===== config.mk =====
export PLATFORM = sky130hd
export DESIGN_NAME = bie_core
export DESIGN_NICKNAME = d
export VERILOG_FILES = /design/src/logic/bie_pkg.sv /design/src/logic/bie_core.sv
export VERILOG_INCLUDE_DIRS = /design/src /design/src/logic
export SDC_FILE = /design/constraint.sdc
export NUM_CORES = 1
export LEC_CHECK = 0
export CORE_UTILIZATION = 35
export DETAILED_ROUTE_END_ITERATION = 10
export DONT_BUFFER_PORTS = 1
export HOLD_SLACK_MARGIN = 0.02
export PLACE_DENSITY = 0.48
export SYNTH_ARGS = -nofsm -noshare
export SYNTH_HDL_FRONTEND = slang
export SYNTH_SLANG_ARGS = --single-unit

===== constraint.sdc =====
create_clock -name clk_i -period 5.5 [get_ports clk_i]
set_input_delay 0.275 -clock clk_i [delete_from_list [all_inputs] [get_ports clk_i]]
set_output_delay 0.275 -clock clk_i [all_outputs]
set_load 0.005 [all_outputs]

===== src/logic/bie_cfg.svh =====
// Constants for the byte and immediate execute block
`ifndef BIE_CFG_SVH
`define BIE_CFG_SVH
// ----------------------------------------
// Instruction fields
// ----------------------------------------
`define BIE_CLS_HI   15
`define BIE_CLS_LO   11
`define BIE_OP_HI    10
`define BIE_OP_LO    8
`define BIE_D_HI     7
`define BIE_IND_BIT  8
// ----------------------------------------
// Class codes in bits 15-11
// ----------------------------------------
`define BIE_CLS_XOR  5'h15
`define BIE_CLS_CMP  5'h1A
`define BIE_CLS_IMM  5'h18
// ----------------------------------------
// Immediate operations in bits 10-8
// ----------------------------------------
`define BIE_IMM_ADD_X 3'h2
`define BIE_IMM_SUB_X 3'h3
`define BIE_IMM_LD_XP 3'h4
`define BIE_IMM_LD_XN 3'h5
`define BIE_IMM_LD_AP 3'h6
`define BIE_IMM_LD_AN 3'h7
// ----------------------------------------
// Byte addressing modes in bits 10-8
// ----------------------------------------
`define BIE_M_SP     3'h0
`define BIE_M_ISP    3'h1
`define BIE_M_PF0    3'h2
`define BIE_M_IPF    3'h3
`define BIE_M_IDX    3'h4
`define BIE_M_ISPX   3'h5
`define BIE_M_PF1    3'h6
`define BIE_M_IPB    3'h7
// ----------------------------------------
// Timing and program counter steps
// ----------------------------------------
`define BIE_CYC_IMM  2'h1
`define BIE_CYC_BYTE 2'h2
`define BIE_CYC_IND  2'h3
`define BIE_STEP_LT  16'h0001
`define BIE_STEP_GT  16'h0002
`define BIE_STEP_EQ  16'h0003
// ----------------------------------------
// Reset values
// ----------------------------------------
`define BIE_WORD_RST 16'h0000
`endif


===== src/logic/bie_pkg.sv =====
// Types shared by the byte and immediate execute block
`default_nettype none
package bie_pkg;
   // Sequencer states
   typedef enum logic [1:0] {
      BIE_ST_IDLE = 2'b00,
      BIE_ST_PTR  = 2'b01,
      BIE_ST_OPND = 2'b10
   } bie_state_e;
   // Programmer-visible processor state
   typedef struct packed {
      logic [15:0] acc;
      logic [15:0] idx;
      logic [15:0] pc;
      logic        overflow_indicator;
   } bie_regs_s;
endpackage : bie_pkg
`default_nettype wire


===== src/logic/bie_core.sv =====
// Decode and execute of byte xor, byte compare-skip and immediates
`include "bie_cfg.svh"
`default_nettype none
// How it works
// - Byte xor changes accumulator low byte only
// - Forward P-relative and backward indirect addressing
// - Indirect indexed: scratchpad pointer plus index
// - Byte ops two cycles, indirect three
// - Compare skips none, one or two
// - Compare is full 16-bit, byte zero-extended
// - No interrupt after a skipping compare
// - Immediate class decoded from bits 11-15
// - Bits 8-10 pick the immediate operation
// - Immediate operand is zero-extended low byte
// - Immediates finish in one cycle
// - Add to index sets overflow
// - Subtract from index sets overflow
// - Load accumulator positive clears upper byte
// - Load index positive clears upper byte
// - Load accumulator negative stores negation
// - Load index negative stores negation
module bie_core (
   input  wire logic                clk_i,
   input  wire logic                rstn_i,
   input  wire logic                ld_i,
   input  wire bie_pkg::bie_regs_s  ld_regs_i,
   input  wire logic                instr_valid_i,
   input  wire logic [15:0]         instr_i,
   input  wire logic                mem_ack_i,
   input  wire logic [15:0]         mem_rdata_i,
   output logic                     ready_o,
   output logic                     mem_rd_o,
   output logic [15:0]              mem_addr_o,
   output bie_pkg::bie_regs_s       regs_o,
   output logic                     done_o,
   output logic [1:0]               cycles_o,
   output logic                     intr_inhibit_o,
   output logic                     unsupported_o
);
   import bie_pkg::*;

   // ----------------------------------------
   // State
   // ----------------------------------------
   bie_state_e  state;
   bie_state_e  next_state;
   bie_regs_s   regs;
   bie_regs_s   next_regs;
   logic [15:0] instr;
   logic [15:0] next_instr;
   logic        bsel;
   logic        next_bsel;
   logic        ready;
   logic        next_ready;
   logic        mem_rd;
   logic        next_mem_rd;
   logic [15:0] mem_addr;
   logic [15:0] next_mem_addr;
   logic        done;
   logic        next_done;
   logic [1:0]  cycles;
   logic [1:0]  next_cycles;
   logic        inhibit;
   logic        next_inhibit;
   logic        unsup;
   logic        next_unsup;

   // ----------------------------------------
   // Decode helpers
   // ----------------------------------------
   logic [4:0]  cls;
   logic [2:0]  op;
   logic [15:0] dval;
   logic [15:0] neg_d;
   logic [15:0] x_sum;
   logic [15:0] x_dif;
   logic        add_ovf;
   logic        sub_ovf;
   logic [2:0]  lmode;
   logic        lxor;
   logic        cmp_lt;
   logic        cmp_gt;
   logic [15:0] ptr_ba;
   logic [7:0]  byte_val;
   logic [15:0] opnd;
   logic        lind;

   // Fields of the incoming instruction
   assign cls   = instr_i[`BIE_CLS_HI:`BIE_CLS_LO];
   assign op    = instr_i[`BIE_OP_HI:`BIE_OP_LO];
   assign dval  = {8'h00, instr_i[`BIE_D_HI:0]};
   // Negation and index sums are shared by the add, subtract and load-negative immediate ops
   assign neg_d = 16'h0000 - dval;
   assign x_sum = regs.idx + dval;
   assign x_dif = regs.idx + neg_d;
   // Operand is positive, so only a positive index can overflow on add
   assign add_ovf = ~regs.idx[15] & x_sum[15];
   // Subtracting a positive value overflows only from a negative index
   assign sub_ovf = regs.idx[15] & ~x_dif[15];

   // Fields of the latched byte instruction
   assign lmode  = instr[`BIE_OP_HI:`BIE_OP_LO];
   assign lind   = instr[`BIE_IND_BIT];
   assign lxor   = (instr[`BIE_CLS_HI:`BIE_CLS_LO] == `BIE_CLS_XOR);
   // Pointer word is a byte address; indexed form adds the index
   assign ptr_ba = (lmode == `BIE_M_ISPX) ? mem_rdata_i + regs.idx
                                          : mem_rdata_i;
   // Byte 0 is the left half of the word
   assign byte_val = bsel ? mem_rdata_i[7:0] : mem_rdata_i[15:8];
   assign opnd     = {8'h00, byte_val};
   // Unsigned full-word compare; software clears A 8-15 for a byte compare
   assign cmp_lt   = (regs.acc < opnd);
   assign cmp_gt   = (regs.acc > opnd);

   // ----------------------------------------
   // Next-state logic
   // ----------------------------------------
   // Memory request stays up until the ack; the ack cycle consumes data
   always_comb begin
      logic [15:0] ba;
      ba            = 16'h0000;
      next_state    = state;
      next_regs     = regs;
      next_instr    = instr;
      next_bsel     = bsel;
      next_mem_rd   = mem_rd;
      next_mem_addr = mem_addr;
      next_done     = 1'b0;
      next_cycles   = cycles;
      next_inhibit  = inhibit;
      next_unsup    = 1'b0;
      unique case (state)
         BIE_ST_IDLE: begin
            if (ld_i) begin
               // A register load wins over an instruction offered with it
               next_regs = ld_regs_i;
            end else if (instr_valid_i) begin
               // Interrupts may be taken again once the target is in
               next_inhibit = 1'b0;
               if (cls == `BIE_CLS_IMM) begin
                  // Whole operation in the taking cycle, no fetch
                  next_done   = 1'b1;
                  next_cycles = `BIE_CYC_IMM;
                  next_regs.pc = regs.pc + 16'h0001;
                  unique case (op)
                     `BIE_IMM_ADD_X: begin
                        // Operand is zero-extended, so carries ripple into X 8-15
                        next_regs.idx = x_sum;
                        if (add_ovf) begin
                           next_regs.overflow_indicator = 1'b1;
                        end
                     end
                     `BIE_IMM_SUB_X: begin
                        // Two's complement of the operand is added, not subtracted
                        next_regs.idx = x_dif;
                        if (sub_ovf) begin
                           next_regs.overflow_indicator = 1'b1;
                        end
                     end
                     `BIE_IMM_LD_XP: begin
                        next_regs.idx = dval;
                     end
                     `BIE_IMM_LD_XN: begin
                        next_regs.idx = neg_d;
                     end
                     `BIE_IMM_LD_AP: begin
                        next_regs.acc = dval;
                     end
                     `BIE_IMM_LD_AN: begin
                        next_regs.acc = neg_d;
                     end
                     default: begin
                        // Compare immediates live elsewhere
                        next_done    = 1'b0;
                        next_regs.pc = regs.pc;
                        next_unsup   = 1'b1;
                     end
                  endcase
               end else if (cls == `BIE_CLS_XOR || cls == `BIE_CLS_CMP) begin
                  // Latch the word and raise the first read on the same edge
                  next_instr  = instr_i;
                  next_mem_rd = 1'b1;
                  next_bsel   = 1'b0;
                  next_state  = instr_i[`BIE_IND_BIT] ? BIE_ST_PTR
                                                       : BIE_ST_OPND;
                  unique case (op)
                     // Direct byte address: word is ba/2, bit 0 picks the half
                     `BIE_M_SP: begin
                        ba            = dval;
                        next_bsel     = ba[0];
                        next_mem_addr = {1'b0, ba[15:1]};
                     end
                     `BIE_M_IDX: begin
                        ba            = dval + regs.idx;
                        next_bsel     = ba[0];
                        next_mem_addr = {1'b0, ba[15:1]};
                     end
                     // Byte half comes from the opcode, not from an address bit
                     `BIE_M_PF0, `BIE_M_PF1: begin
                        next_mem_addr = regs.pc + 16'h0001 + dval;
                        next_bsel     = instr_i[10];
                     end
                     `BIE_M_IPF: begin
                        next_mem_addr = regs.pc + 16'h0001 + dval;
                     end
                     // Backward pointer has no plus one, unlike the forward forms
                     `BIE_M_IPB: begin
                        next_mem_addr = regs.pc - dval;
                     end
                     `BIE_M_ISP, `BIE_M_ISPX: begin
                        // Scratchpad pointer, plain or indexed
                        next_mem_addr = dval;
                     end
                  endcase
               end else begin
                  next_unsup = 1'b1;
               end
            end
         end
         BIE_ST_PTR: begin
            if (mem_ack_i) begin
               // Second read fetches the byte the pointer names
               // Request stays high across the pointer ack; only the address moves
               next_mem_addr = {1'b0, ptr_ba[15:1]};
               next_bsel     = ptr_ba[0];
               next_state    = BIE_ST_OPND;
            end
         end
         BIE_ST_OPND: begin
            if (mem_ack_i) begin
               next_mem_rd  = 1'b0;
               next_state   = BIE_ST_IDLE;
               next_done    = 1'b1;
               next_cycles  = lind ? `BIE_CYC_IND : `BIE_CYC_BYTE;
               if (lxor) begin
                  // Upper byte of the operand is zero, so A 8-15 holds
                  next_regs.acc = regs.acc ^ opnd;
                  next_regs.pc  = regs.pc + 16'h0001;
               end else if (cmp_lt) begin
                  next_regs.pc  = regs.pc + `BIE_STEP_LT;
               end else if (cmp_gt) begin
                  next_regs.pc  = regs.pc + `BIE_STEP_GT;
                  next_inhibit  = 1'b1;
               end else begin
                  next_regs.pc  = regs.pc + `BIE_STEP_EQ;
                  next_inhibit  = 1'b1;
               end
            end
         end
         default: begin
            // Unused state code: back to idle with the request dropped
            next_state  = BIE_ST_IDLE;
            next_mem_rd = 1'b0;
         end
      endcase
      // Ready mirrors idle, so nothing is taken while a fetch is open
      next_ready = (next_state == BIE_ST_IDLE);
   end

   // ----------------------------------------
   // Registers
   // ----------------------------------------
   // Only constants load under reset; all outputs leave flops
   always_ff @(posedge clk_i or negedge rstn_i) begin
      if (!rstn_i) begin
         state    <= BIE_ST_IDLE;
         regs     <= '0;
         instr    <= `BIE_WORD_RST;
         bsel     <= 1'b0;
         ready    <= 1'b1;
         mem_rd   <= 1'b0;
         mem_addr <= `BIE_WORD_RST;
         done     <= 1'b0;
         cycles   <= 2'h0;
         inhibit  <= 1'b0;
         unsup    <= 1'b0;
      end else begin
         state    <= next_state;
         regs     <= next_regs;
         instr    <= next_instr;
         bsel     <= next_bsel;
         ready    <= next_ready;
         mem_rd   <= next_mem_rd;
         mem_addr <= next_mem_addr;
         done     <= next_done;
         cycles   <= next_cycles;
         inhibit  <= next_inhibit;
         unsup    <= next_unsup;
      end
   end

   // Outputs straight from the flops
   assign ready_o        = ready;
   assign mem_rd_o       = mem_rd;
   assign mem_addr_o     = mem_addr;
   assign regs_o         = regs;
   assign done_o         = done;
   assign cycles_o       = cycles;
   assign intr_inhibit_o = inhibit;
   assign unsupported_o  = unsup;

endmodule : bie_core
`default_nettype wire


**After elaboration in Yosys (flattened, before gate mapping)**

Cells that the tools add are included.

- Register bits: 91
- Logic and storage cells: 157
- Output and inout port bits: 72

- Add/subtract/negate cells: 9
- Bitwise operators: 8
- Magnitude comparators: 2
- Muxes and demuxes: 71
- Equal/unequal tests: 30
- Reduce and logical (&&, ||, !) cells: 23

Operator list:

| operator | number |
|---|---|
| two-way mux 16 bit | 13 |
| two-way mux 49 bit | 3 |
| one-hot mux 16 bit (2 select lines) | 4 |
| one-hot mux 16 bit (5 select lines) | 1 |
| one-hot mux 16 bit (4 select lines) | 1 |
| adder 16 bit | 2 |
| adder 16 x 2 -> 16 bit, second input constant | 2 |
| AND reduction 6 bit | 5 |
| two-way mux 1 bit | 29 |
| two-way mux 2 bit | 11 |
| == test 5 bit, second input constant | 4 |
| != test 2 bit, second input constant | 10 |
| adder 16 x 1 -> 16 bit, second input constant | 1 |
| adder 16 x 8 -> 16 bit | 1 |
| adder 8 x 16 -> 16 bit | 1 |
| greater-than comparator 16 x 8 -> 1 bit | 1 |
| < comparator 16 x 8 -> 1 bit | 1 |
| subtractor 16 x 8 -> 16 bit | 1 |
| bitwise XOR 16 x 8 -> 16 bit | 1 |
| == test 3 bit, second input constant | 5 |
| != test 3 bit, second input constant | 5 |
| AND reduction 5 bit | 3 |
| subtractor 1 x 8 -> 9 bit, first input constant | 1 |
| two-way mux 8 bit | 1 |
| 21 further kinds | 36 |

**Logic depth before layout (Yosys ltp)**

Gate-level depths: netlist of the first run.

- Word-level depth: 10
- Mapped depth: 14
- Gate-level depth less buffers: 14

**Worst setup path after synthesis of the first run**

Ideal clock, no wire load.

- Kind: input-to-reg
- From: input instr_i[1]
- To: register regs (netlist bit regs_o[32])
- Buffers on the path: 0
- Setup slack: 2.276 ns
- Arrival time: 3.106 ns
- Setup time: 0.118 ns
- Stages: 14
- Cells stage by stage: inv_1 -> ha_1 -> and3_1 -> nand2_1 -> nor3_1 -> inv_1 -> ha_1 -> a21oi_1 -> and3_1 -> a21oi_1 -> a311oi_1 -> a211o_1 -> o211ai_1 -> a21o_1

- Cells in the longest elaborated chain, start to end: 6
- Elaborated cells on any way between the ends: 7
- Classes of those cells: add/sub (3); mux (4)

Ends and longest elaborated chain:

| what | line | source |
|---|---|---|
| start: declaration | bie_core.sv:28 | `input wire logic [15:0] instr_i,` |
| subtractor 1 x 8 -> 9 bit | bie_core.sv:93 | `assign neg_d = 16'h0000 - dval;` |
| adder 16 bit | bie_core.sv:95 | `assign x_dif = regs.idx + neg_d;` |
| one-hot mux 16 bit (4 select lines) (*) | bie_core.sv:145 | `unique case (op)` |
| two-way mux 49 bit (*) | bie_core.sv:140 | `` if (cls == `BIE_CLS_IMM) begin `` |
| two-way mux 49 bit (*) | bie_core.sv:137 | `end else if (instr_valid_i) begin` |
| two-way mux 49 bit (*) | bie_core.sv:134 | `if (ld_i) begin` |
| end signal: assignment | bie_core.sv:279 | `regs <= next_regs;` |
| end: declaration | bie_core.sv:47 | `bie_regs_s regs;` |

Every way passes the cells marked *; elsewhere a longest branch is shown, timed or not. The select of a mux whose other input is x is not followed.
A chain may end at the register's enable or synchronous reset.

**Final worst setup path of the first run**

- From: register regs (netlist bit regs_o[3])
- To: register mem_addr[10], in the netlist mem_addr_o[10]

- Cells in the longest elaborated chain, start to end: 8
- Elaborated cells on any way between the ends: 9
- Classes of those cells: add/sub (3); mux (6)

Ends and longest elaborated chain:

| what | line | source |
|---|---|---|
| adder 16 x 1 -> 16 bit | bie_core.sv:200, bie_core.sv:204 |  |
| adder 16 x 8 -> 16 bit | bie_core.sv:200, bie_core.sv:204 |  |
| one-hot mux 16 bit (5 select lines) (*) | bie_core.sv:186 | `unique case (op)` |
| two-way mux 16 bit (*) | bie_core.sv:179 | `` end else if (cls == `BIE_CLS_XOR \|\| cls == `BIE_CLS_CMP) begin `` |
| two-way mux 16 bit (*) | bie_core.sv:140 |  |
| two-way mux 16 bit (*) | bie_core.sv:137 |  |
| two-way mux 16 bit (*) | bie_core.sv:134 |  |
| one-hot mux 16 bit (2 select lines) (*) | bie_core.sv:132 | `unique case (state)` |
| end signal: assignment | bie_core.sv:272 | `` mem_addr <= `BIE_WORD_RST; `` |
| end signal: assignment | bie_core.sv:284 | `mem_addr <= next_mem_addr;` |
| end: declaration | bie_core.sv:57 | `logic [15:0] mem_addr;` |

Marks and branches as above.

==> results.toml, run 1 <==
[status]
run_status = "completed"

[floorplanning]
num_rows = 59
design.core.area_sq_um = 25900
floorplan.io_pins = 158
dieArea_sq_um = 27000
dieWidth_um = 164
initial_utilization = 0.356
fp.dieH_um = 164

[clock_tree]
cts_made_buffers = 9
clkSinkCount = 83
clkTransAtPathRegs_ns = 0.07
clk_latency_worst_skew_pair_ns = 0.37
count_of_cells_resized_by_post_cts_repair = 0
clockRootBuffer = "sky130_fd_sc_hd__clkbuf_16"
post_cts_buffers = 0
tritoncts = "built"
htreeDepth = 3
clk_path_buf_depth = 2

[synth]
post_synth.cell_area_avg_sq_um = 7.56
syn-num-nets = 1383
syn-cell-area_sq_um = 9220
synthDistinctLibCells = 77
synth_top_cell_by_area = "sky130_fd_sc_hd__dfrtp_1"
primary_flip_flop_cell_chosen_by_synthesis_mapping = "sky130_fd_sc_hd__dfrtp_1"
synth_top_cell_area_share = 0.223
postSynthCellCount = 1220
synth.yosys.warnings = 0
leading_post_synthesis_cells_by_cell_area = "sky130_fd_sc_hd__dfrtp_1, sky130_fd_sc_hd__ha_1, sky130_fd_sc_hd__nand2_1"
synth-async-reset-ratio = 1.00
synth_enable_flop_cells = 0
seq_area_frac_synth = 0.225
postSynthRegisterBits = 83

[critical_path]
setup.worst_path.start_class = "register"
critPathKind = "reg -> reg"
critical_path_cell_count = 13
timing.critical_path.slowest_stage_cell = "sky130_fd_sc_hd__dfrtp_1"
timing.critical_path.required_ns = 5.78
crit_path_largest_cell_delay_ns = 0.69
timing.critical_path.to_type = "register"
rrSetupSlack_ns = 1.63
worstRegToRegCells = 13
critPathArrivalTime_ns = 4.16
worstSetupStartpoint = "regs_o[3]$_DFFE_PN0P_"
reg2reg_to = "mem_addr_o[10]$_DFFE_PN0P_"
cp_delay_by_family_top = "simple AND/OR/NAND/NOR gates"
r2r-start = "regs_o[3]$_DFFE_PN0P_"
crit_path_max_fanout = 14
crit_chain = "ha_1, nand2_1, or2_2, xnor2_1, ha_1, nor3_1, inv_1, o21bai_1, o31ai_1, a21oi_1, xnor2_1, a22oi_1, o21ai_0"
endpoint = "mem_addr_o[10]$_DFFE_PN0P_"
critical_path_buf_inv_count = 1

[placement]
post-place-ws_ns = 1.45
gp_congestion = 0.934
place.detailed.hpwl_um = 27200
placed_area_sq_um = 9450
place.detailed.instances = 1498
port-buffer-count = 0

[layout]
stdcell_area_sq_um = 9830
insertedDiodeCount = 0
final_nets = 1344
finalNonFillerCells = 1521
final_layout_size_suffix_gt1_frac = 0.0438
syn_to_final_growth_pct = 6.62

[sta]
finalClockSkew_ns = 0.00844
max_freq_mhz = 258
timing.final.hold_violations = 0
period_needed_ns = 3.87
period_share = 0.704
unrepaired_setup_endpoints_after_global_routing = "no"
tightest_slew_ns = 1.15
fin_ws_ns = 1.63
fin_tns_setup_ns = 0
slew_headroom = 0.229
timing.final.setup_violations = 0
hold_ws_ns = 0.0580
drv_slew = 0

[power]
leakagePower_nw = 4.00
ir_drop_v = 0.000122
power_density_nw_per_um2 = 318

[routing]
routed-via-count = 9079
detail_route.drc_violations = 0
avgRoutedWirePerCell_um = 23.3
drt_pass1_iterations = 5
drt_wl_total_um = 35400
dr.first_iter.drc_count = 708
final_antenna_net_count = 0
viasPerCell = 5.97

[global_routing]
grt_antenna_before_repair = 0
grt_pass1_wl_um = 53500
via_count_of_the_first_global_routing_pass = 8540
pin_count_of_the_biggest_net_entering_global_routing = 84
grt.overflow.total = 0
groute.usage.overall = 0.266

[hold_path]
path_category_of_the_worst_min_delay_check = "in -> reg"

[job]
max_cap_viol_count = 0
## cell usage after synthesis, drive strengths merged (18+ instances only)
library cell / instances
a21oi: 110
a31oi: 18
clkbuf: 52
dfrtp: 82
ha: 72
inv: 38
nand2: 147
nand2b: 22
nand3: 31
nor2: 103
nor3: 37
o211ai: 19
o21ai: 97
xnor2: 57
xor2: 33
## power breakdown
part	switching, mW	internal, mW	total (mW)	leakage [nW]
clock	0.323	0.315	0.638	0.139
combinational	0.859	0.624	1.48	2.85
sequential	0.263	0.737	1.00	1.02
## metal layers
| layer | vias to the layer above | wire (um) | global-route usage |
|---|---|---|---|
| met3 | 32 | 2370 | 0.0449 |
| met2 | 284 | 16000 | 0.417 |
| met5 | - | 0 | 0 |
| met1 | 4334 | 16400 | 0.370 |
| met4 | 0 | 740 | 0.0800 |
| li1 | 4429 | - | - |
## per-stage QoR
step,util,power (mW)
detailed placement,0.365,2.45
floorplan,-,2.07
global placement,0.365,2.45
finish,0.379,3.12
global route,0.379,3.36
CTS,0.379,3.13
## timing repair
action / in CTS / in global routing
endpoints found under the hold margin: 88 / 0
endpoints found under the setup margin: 0 / 0
hold buffers: 7 / 0
## worst min-delay path by stage
| stage | from | to | cells past startpoint |
|---|---|---|---|
| after floorplan | rstn_i | bsel$_DFFE_PN0P_ | 0 |
| final | instr_i[14] | instr[12]$_DFFE_PN0P_ | 2 |
| after CTS | instr_i[8] | instr[8]$_DFFE_PN0P_ | 2 |
| after detailed placement | rstn_i | mem_addr_o[0]$_DFFE_PN0P_ | 0 |
| after global placement | rstn_i | regs_o[18]$_DFFE_PN0P_ | 0 |
| after global routing | instr_i[8] | instr[8]$_DFFE_PN0P_ | 2 |
## state kept, by name (all words and copies together), names as in the netlist
name,cells
regs_o,49
mem_addr_o,16
instr,8
cycles_o,2
state,2
bsel,1
done_o,1
intr_inhibit_o,1
mem_rd_o,1
ready_o,1
unsupported_o,1
## cells by family (layout without fill, tap and decap cells)
family,count (synthesis),in the layout,share of synthesized area
fa+ha+maj,77,77,0.109
flops,83,83,0.225
simple gates,426,426,0.219
xor+xnor,90,90,0.0855
mux,22,22,0.0247
buf+inv,109,75,0.0466
compound gates,413,413,0.290
## cell usage in the layout, fill, tap and decap left out, types with 18 or more instances in the layout
cell / instances
sky130_fd_sc_hd__ha_1: 72
sky130_fd_sc_hd__nor2_1: 103
sky130_fd_sc_hd__xnor2_1: 57
sky130_fd_sc_hd__nand2_1: 147
sky130_fd_sc_hd__xor2_1: 33
sky130_fd_sc_hd__nand3_1: 31
sky130_fd_sc_hd__nor3_1: 35
sky130_fd_sc_hd__a21oi_1: 110
sky130_fd_sc_hd__a31oi_1: 18
sky130_fd_sc_hd__o211ai_1: 19
sky130_fd_sc_hd__inv_1: 38
sky130_fd_sc_hd__o21ai_0: 92
sky130_fd_sc_hd__dfrtp_1: 82
sky130_fd_sc_hd__nand2b_1: 22
## area by class of cell
| class | instances | area [sq um] |
|---|---|---|
| fill | 2684 | 16100 |
| inverter | 40 | 150 |
| multi-input combinational | 1028 | 6710 |
| timing repair buffer | 19 | 178 |
| tap | 335 | 419 |
| clock buffer | 9 | 225 |
| sequential | 83 | 2080 |
| clock inverter | 7 | 63.8 |
Note: power is estimated with default switching activity, not from simulation.
==> run 2: changes to the inputs <==
Clock period 5.5 ns to 3.6 ns, I/O delays scaled along.
==> run 2 against run 1 <==
  * Setup slack worse by 1.5 ns
  * Count of clock-buffer cells in the layout unchanged
  * Combinational power increased by 70%
  * Clock power is 51% higher
  * Core utilization grew 1.8 points
  * Critical path depth decreased by 3
  * Highest routed layer unchanged
  * First-iteration DRC count fell by 10%
==> results.toml, run 2 (synthesis results as in run 1) <==
[power]
leakagePower_nw = 4.28
power_density_nw_per_um2 = 476
ir_drop_v = 0.000242

[global_routing]
groute.layer.met3.usage = 0.0540
grt_antenna_before_repair = 0
globalRouteMet1Util = 0.364
via_count_of_the_first_global_routing_pass = 9011
groute.usage.overall = 0.267
met2_usage = 0.431
global_route.peak_usage_layer = "met2"
pin_count_of_the_biggest_net_entering_global_routing = 84
grt_pass1_wl_um = 54300
grt.overflow.total = 0

[clock_tree]
tritoncts = "built"
clkSinkCount = 83
clk_latency_worst_skew_pair_ns = 0.37
clkTransAtPathRegs_ns = 0.07
clockRootBuffer = "sky130_fd_sc_hd__clkbuf_16"
cts_made_buffers = 9
htreeDepth = 3
clk_path_buf_depth = 2

[layout]
largest_register_ffs = 49
final_nets = 1402
area_used_by_sequential_logic_in_the_layout_sq_um = 2080
insertedDiodeCount = 0
syn_to_final_growth_pct = 11.8
final_layout_size_suffix_gt1_frac = 0.0772
multi_input_comb_area_sq_um = 6720
most_common_cell_after_layout_fill_and_taps_aside = "sky130_fd_sc_hd__nand2_1"
mostFrequentLayoutCells = "sky130_fd_sc_hd__nand2_1, sky130_fd_sc_hd__a21oi_1, sky130_fd_sc_hd__nor2_1"
nFillCells = 2686

[sta]
fin_tns_setup_ns = 0
period_needed_ns = 3.43
period_share = 0.952
unrepaired_setup_endpoints_after_global_routing = "no"
timing.final.setup_violations = 0
slew_headroom = 0.349
drv_slew = 0
timing.final.hold_violations = 0
max_freq_mhz = 292
finalClockSkew_ns = 0.0151
tightest_slew_ns = 0.968
hold_ws_ns = 0.0324
fin_ws_ns = 0.174

[critical_path]
critPathArrivalTime_ns = 3.65
crit_path_max_fanout = 9
critPathKind = "reg -> reg"
worstRegToRegCells = 10
reg2reg_to = "regs_o[8]$_DFFE_PN0P_"
timing.critical_path.to_type = "register"
crit_path_largest_cell_delay_ns = 0.53
timing.critical_path.slowest_stage_cell = "sky130_fd_sc_hd__dfrtp_2"
rrSetupSlack_ns = 0.17
cpMostUsedCell = "sky130_fd_sc_hd__a21oi_1"
crit_chain = "mux2i_1, ha_1, a21o_1, a21oi_1, nor2b_1, or3_1, o22ai_1, a21oi_1, a31oi_1, o2bb2ai_1"
timing.critical_path.required_ns = 3.83
r2r-start = "bsel$_DFFE_PN0P_"
setup.worst_path.start_class = "register"

[routing]
routed-via-count = 9302
viasPerCell = 5.89
final_antenna_net_count = 0
detail_route.drc_violations = 0
drt_wl_total_um = 35700
drt_pass1_iterations = 8
dr.first_iter.drc_count = 635
avgRoutedWirePerCell_um = 22.6

[hold_path]
worstHoldStart = "ld_regs_i[48]"
whs_endpoint = "regs_o[48]$_DFFE_PN0P_"
path_category_of_the_worst_min_delay_check = "in -> reg"
hold_depth = 2

[floorplanning]
floorplan.io_pins = 158
dieArea_sq_um = 27000
design.core.area_sq_um = 25900
dieWidth_um = 164
num_rows = 59
fp.dieH_um = 164
initial_utilization = 0.356

[placement]
gp_congestion = 0.932
post-place-ws_ns = 0.00477
port-buffer-count = 0
place.detailed.hpwl_um = 27300

[job]
max_cap_viol_count = 0

[status]
run_status = "completed"
-- run 2: cell count changes in the layout (fill, tap and decap cells not counted), sizes merged --
cell,delta
dlygate4sd3,+16
inv,+2
buf,+42
clkinv,-2
-- run 2: critical path: cells and delay by family, from the launching register on --
| family | cells | cell delay, ns |
|---|---|---|
| AOI/OAI and AO/OA | 6 | 1.40 |
| adders and majority gates | 1 | 0.34 |
| muxes | 1 | 0.47 |
| DFF | 1 | 0.53 |
| and+or+nand+nor | 2 | 0.54 |
-- run 2: report_power, final --
group / switching [mW] / internal, mW / leakage (nW)
combinational: 1.45 / 1.07 / 3.12
sequential: 0.302 / 1.13 / 1.02
clock: 0.481 / 0.482 / 0.139
-- run 2: final cells by class --
class / count / share of cell area
clock buffers: 9 / 0.0219
clock inverters: 7 / 0.00571
inverters: 40 / 0.0146
multi-input cells: 1028 / 0.652
flip-flops and latches: 83 / 0.202
well taps: 335 / 0.0407
repair buffers: 77 / 0.0634
-- run 2: what timing repair did --
action                                  in CTS  in global routing
hold buffers                                23                  0
hold endpoints to repair                   109                  0
resized for setup                            0                  3
setup buffers                                0                  0
endpoints found under the setup margin       0                  6
-- run 2: worst max path at each step --
stage,from,to,slack [ns],cells past startpoint
finish,bsel$_DFFE_PN0P_,regs_o[8]$_DFFE_PN0P_,0.17,10
global route,regs_o[2]$_DFFE_PN0P_,mem_addr_o[6]$_DFFE_PN0P_,0.07,13
CTS,bsel$_DFFE_PN0P_,regs_o[14]$_DFFE_PN0P_,0.07,10
detailed placement,instr_i[1],regs_o[32]$_DFFE_PN0P_,0.005,15
global placement,bsel$_DFFE_PN0P_,regs_o[14]$_DFFE_PN0P_,0.13,10
floorplan,instr_i[1],regs_o[32]$_DFFE_PN0P_,0.47,14
-- run 2: through the flow --
| stage | cells | total power [mW] | instance area [sq um] | util |
|---|---|---|---|---|
| 3_3_place_gp | 1540 | 3.88 | 9770 | 0.377 |
| 4_1_cts | 1579 | 4.92 | 10300 | 0.397 |
| 3_5_place_dp | 1540 | 3.88 | 9770 | 0.377 |
| 2_1_floorplan | 1220 | 3.17 | 9220 | - |
| 5_1_grt | 1579 | 5.29 | 10300 | 0.398 |
| 6_report | 1579 | 4.91 | 10300 | 0.398 |
-- run 2: routing by layer --
metal	up-vias	wire (um)
met5	-	0
met4	0	619
met3	41	2340
met2	297	16300
met1	4431	16400
li1	4533	-
==> run 3: changes to the inputs <==
Settings changed: RECOVER_POWER set to 100.
==> run 3 against run 2 <==
  * The flow now finishes with violations (capacitance limit, slew limit)
  * Hold slack better by 0.0028 ns
  * Critical endpoint is now regs_o[29]$_DFFE_PN0P_
  * Setup slack worse by 0.048 ns
  * Clock skew fell by 0.0011 ns
  * First-iteration DRC count up 7.6%
  * Critical path depth stayed put
  * Core utilization down 0.41 points
  * Clock power about the same
  * Die area unchanged
  * Largest cell class unchanged
  * Count of clock-buffer cells in the layout stayed put
  * Largest power group unchanged
  * Routed wire length barely moved
  * Sequential power about the same
==> results.toml, run 3 (synthesis results as in run 1) <==
[status]
run_status = "finished with violations"
violations = "capacitance limit, slew limit"

[critical_path]
cpMostUsedCell = "sky130_fd_sc_hd__a211o_1"
critical_path_cell_count = 10
critical_path_buf_inv_count = 0
timing.critical_path.slowest_stage_cell = "sky130_fd_sc_hd__a2111oi_2"
critPathKind = "reg -> reg"
crit_path_max_fanout = 4
worstRegToRegCells = 10
crit_chain = "ha_1, fa_1, a21o_1, a211o_1, a2111oi_2, nor3_1, xor2_1, o21ai_0, a311oi_1, a211o_1"
crit_path_largest_cell_delay_ns = 0.58
timing.critical_path.to_type = "register"
setup.worst_path.start_class = "register"
critPathArrivalTime_ns = 3.72
cp_delay_by_family_top = "compound AO/OA/AOI/OAI gates"
timing.critical_path.required_ns = 3.85

[layout]
final_layout_size_suffix_gt1_frac = 0.0587
nFillCells = 2709
largest_register_ffs = 49
stdcell_area_sq_um = 10200
syn_to_final_growth_pct = 10.6
most_common_cell_after_layout_fill_and_taps_aside = "sky130_fd_sc_hd__nand2_1"
mostFrequentLayoutCells = "sky130_fd_sc_hd__nand2_1, sky130_fd_sc_hd__a21oi_1, sky130_fd_sc_hd__nor2_1"
insertedDiodeCount = 0
final_nets = 1402

[placement]
port-buffer-count = 0
placed_area_sq_um = 9770
place.detailed.hpwl_um = 27300
gp_congestion = 0.932

[global_routing]
grt_pass1_wl_um = 54300
via_count_of_the_first_global_routing_pass = 9011
grt_antenna_before_repair = 0
groute.usage.overall = 0.267
met2_usage = 0.431
groute.layer.met3.usage = 0.0540
global_route.peak_usage_layer = "met2"
pin_count_of_the_biggest_net_entering_global_routing = 84
grt.overflow.total = 0
globalRouteMet1Util = 0.364

[routing]
dr.first_iter.drc_count = 683
final_antenna_net_count = 0
routed-via-count = 9278
viasPerCell = 5.88
avgRoutedWirePerCell_um = 22.6
drt_wl_total_um = 35700
detail_route.drc_violations = 0
drt_pass1_iterations = 5

[power]
power_density_nw_per_um2 = 478
leakagePower_nw = 4.20
ir_drop_v = 0.000243

[sta]
slew_headroom = -0.561
timing.final.setup_violations = 0
tightest_slew_ns = 2.34
period_share = 0.965
fin_tns_setup_ns = 0
drv_slew = 84
timing.final.hold_violations = 0
period_needed_ns = 3.47
max_freq_mhz = 288
unrepaired_setup_endpoints_after_global_routing = "no"
finalClockSkew_ns = 0.0140

[floorplanning]
dieArea_sq_um = 27000
dieWidth_um = 164
fp.dieH_um = 164
initial_utilization = 0.356
design.core.area_sq_um = 25900
floorplan.io_pins = 158
num_rows = 59

[clock_tree]
htreeDepth = 3
clk_path_buf_depth = 2
clkSinkCount = 83
clkTransAtPathRegs_ns = 0.07
clk_latency_worst_skew_pair_ns = 0.37
clockRootBuffer = "sky130_fd_sc_hd__clkbuf_16"
cts_made_buffers = 9
tritoncts = "built"

[hold_path]
path_category_of_the_worst_min_delay_check = "in -> reg"
hold_depth = 2

[job]
max_cap_viol_count = 1
## run 3: area by class of cell
cell class              instances  area (sq um)  area share
clock buffers                   9           225      0.0221
clock inverters                 7          58.8     0.00577
inverters                      40           150      0.0147
multi-input cells            1028          6700       0.657
flip-flops and latches         83          2080       0.204
well taps                     335           419      0.0411
repair buffers                 77           563      0.0552
## run 3: per-layer routing
metal  share of wire  routed length (um)
met5               0                   0
met4           0.019                 690
met3           0.066                2350
met2            0.46               16300
met1            0.46               16300
## run 3: power by group
group          internal, mW  switching, mW
clock                 0.482          0.480
sequential             1.13          0.304
combinational          1.03           1.45
total                  2.64           2.23
## run 3: final timing paths
check / startpoint / endpoint / slack, ns
setup / recovery: regs_o[17]$_DFFE_PN0P_ / regs_o[29]$_DFFE_PN0P_ / 0.13
hold / removal: ld_regs_i[48] / regs_o[48]$_DFFE_PN0P_ / 0.04
setup reg to reg: regs_o[17]$_DFFE_PN0P_ / regs_o[29]$_DFFE_PN0P_ / 0.13
hold reg to reg: instr[15]$_DFFE_PN0P_ / instr[15]$_DFFE_PN0P_ / 0.47
max in group asynchronous: rstn_i / bsel$_DFFE_PN0P_ / 0.97
min in group asynchronous: rstn_i / mem_addr_o[5]$_DFFE_PN0P_ / 1.14
## run 3: timing repair
item	CTS	global route
setup buffers	0	0
endpoints found under the setup margin	0	6
hold buffers	23	0
endpoints found under the hold margin	109	0
gates resized for setup	0	3
## run 3: worst register-to-register path, delay by kind of cell (launching register included)
kind / cells / cell delay (ns)
flops: 1 / 0.45
simple gates: 1 / 0.14
xor+xnor: 1 / 0.20
compound gates: 6 / 1.88
fa+ha+maj: 2 / 0.69
## run 3: metrics by stage
step                      std cells  power (mW)  hold WS [ns]  setup WS, ns  utilization
after floorplan                1220        3.17        -0.116         0.471            -
after global placement         1540        3.88        -0.111         0.127        0.377
after detailed placement       1540        3.88        -0.111       0.00477        0.377
after CTS                      1579        4.92        0.0209        0.0679        0.397
after global routing           1579        5.25        0.0459        0.0404        0.394
final                          1579        4.87        0.0352         0.126        0.394
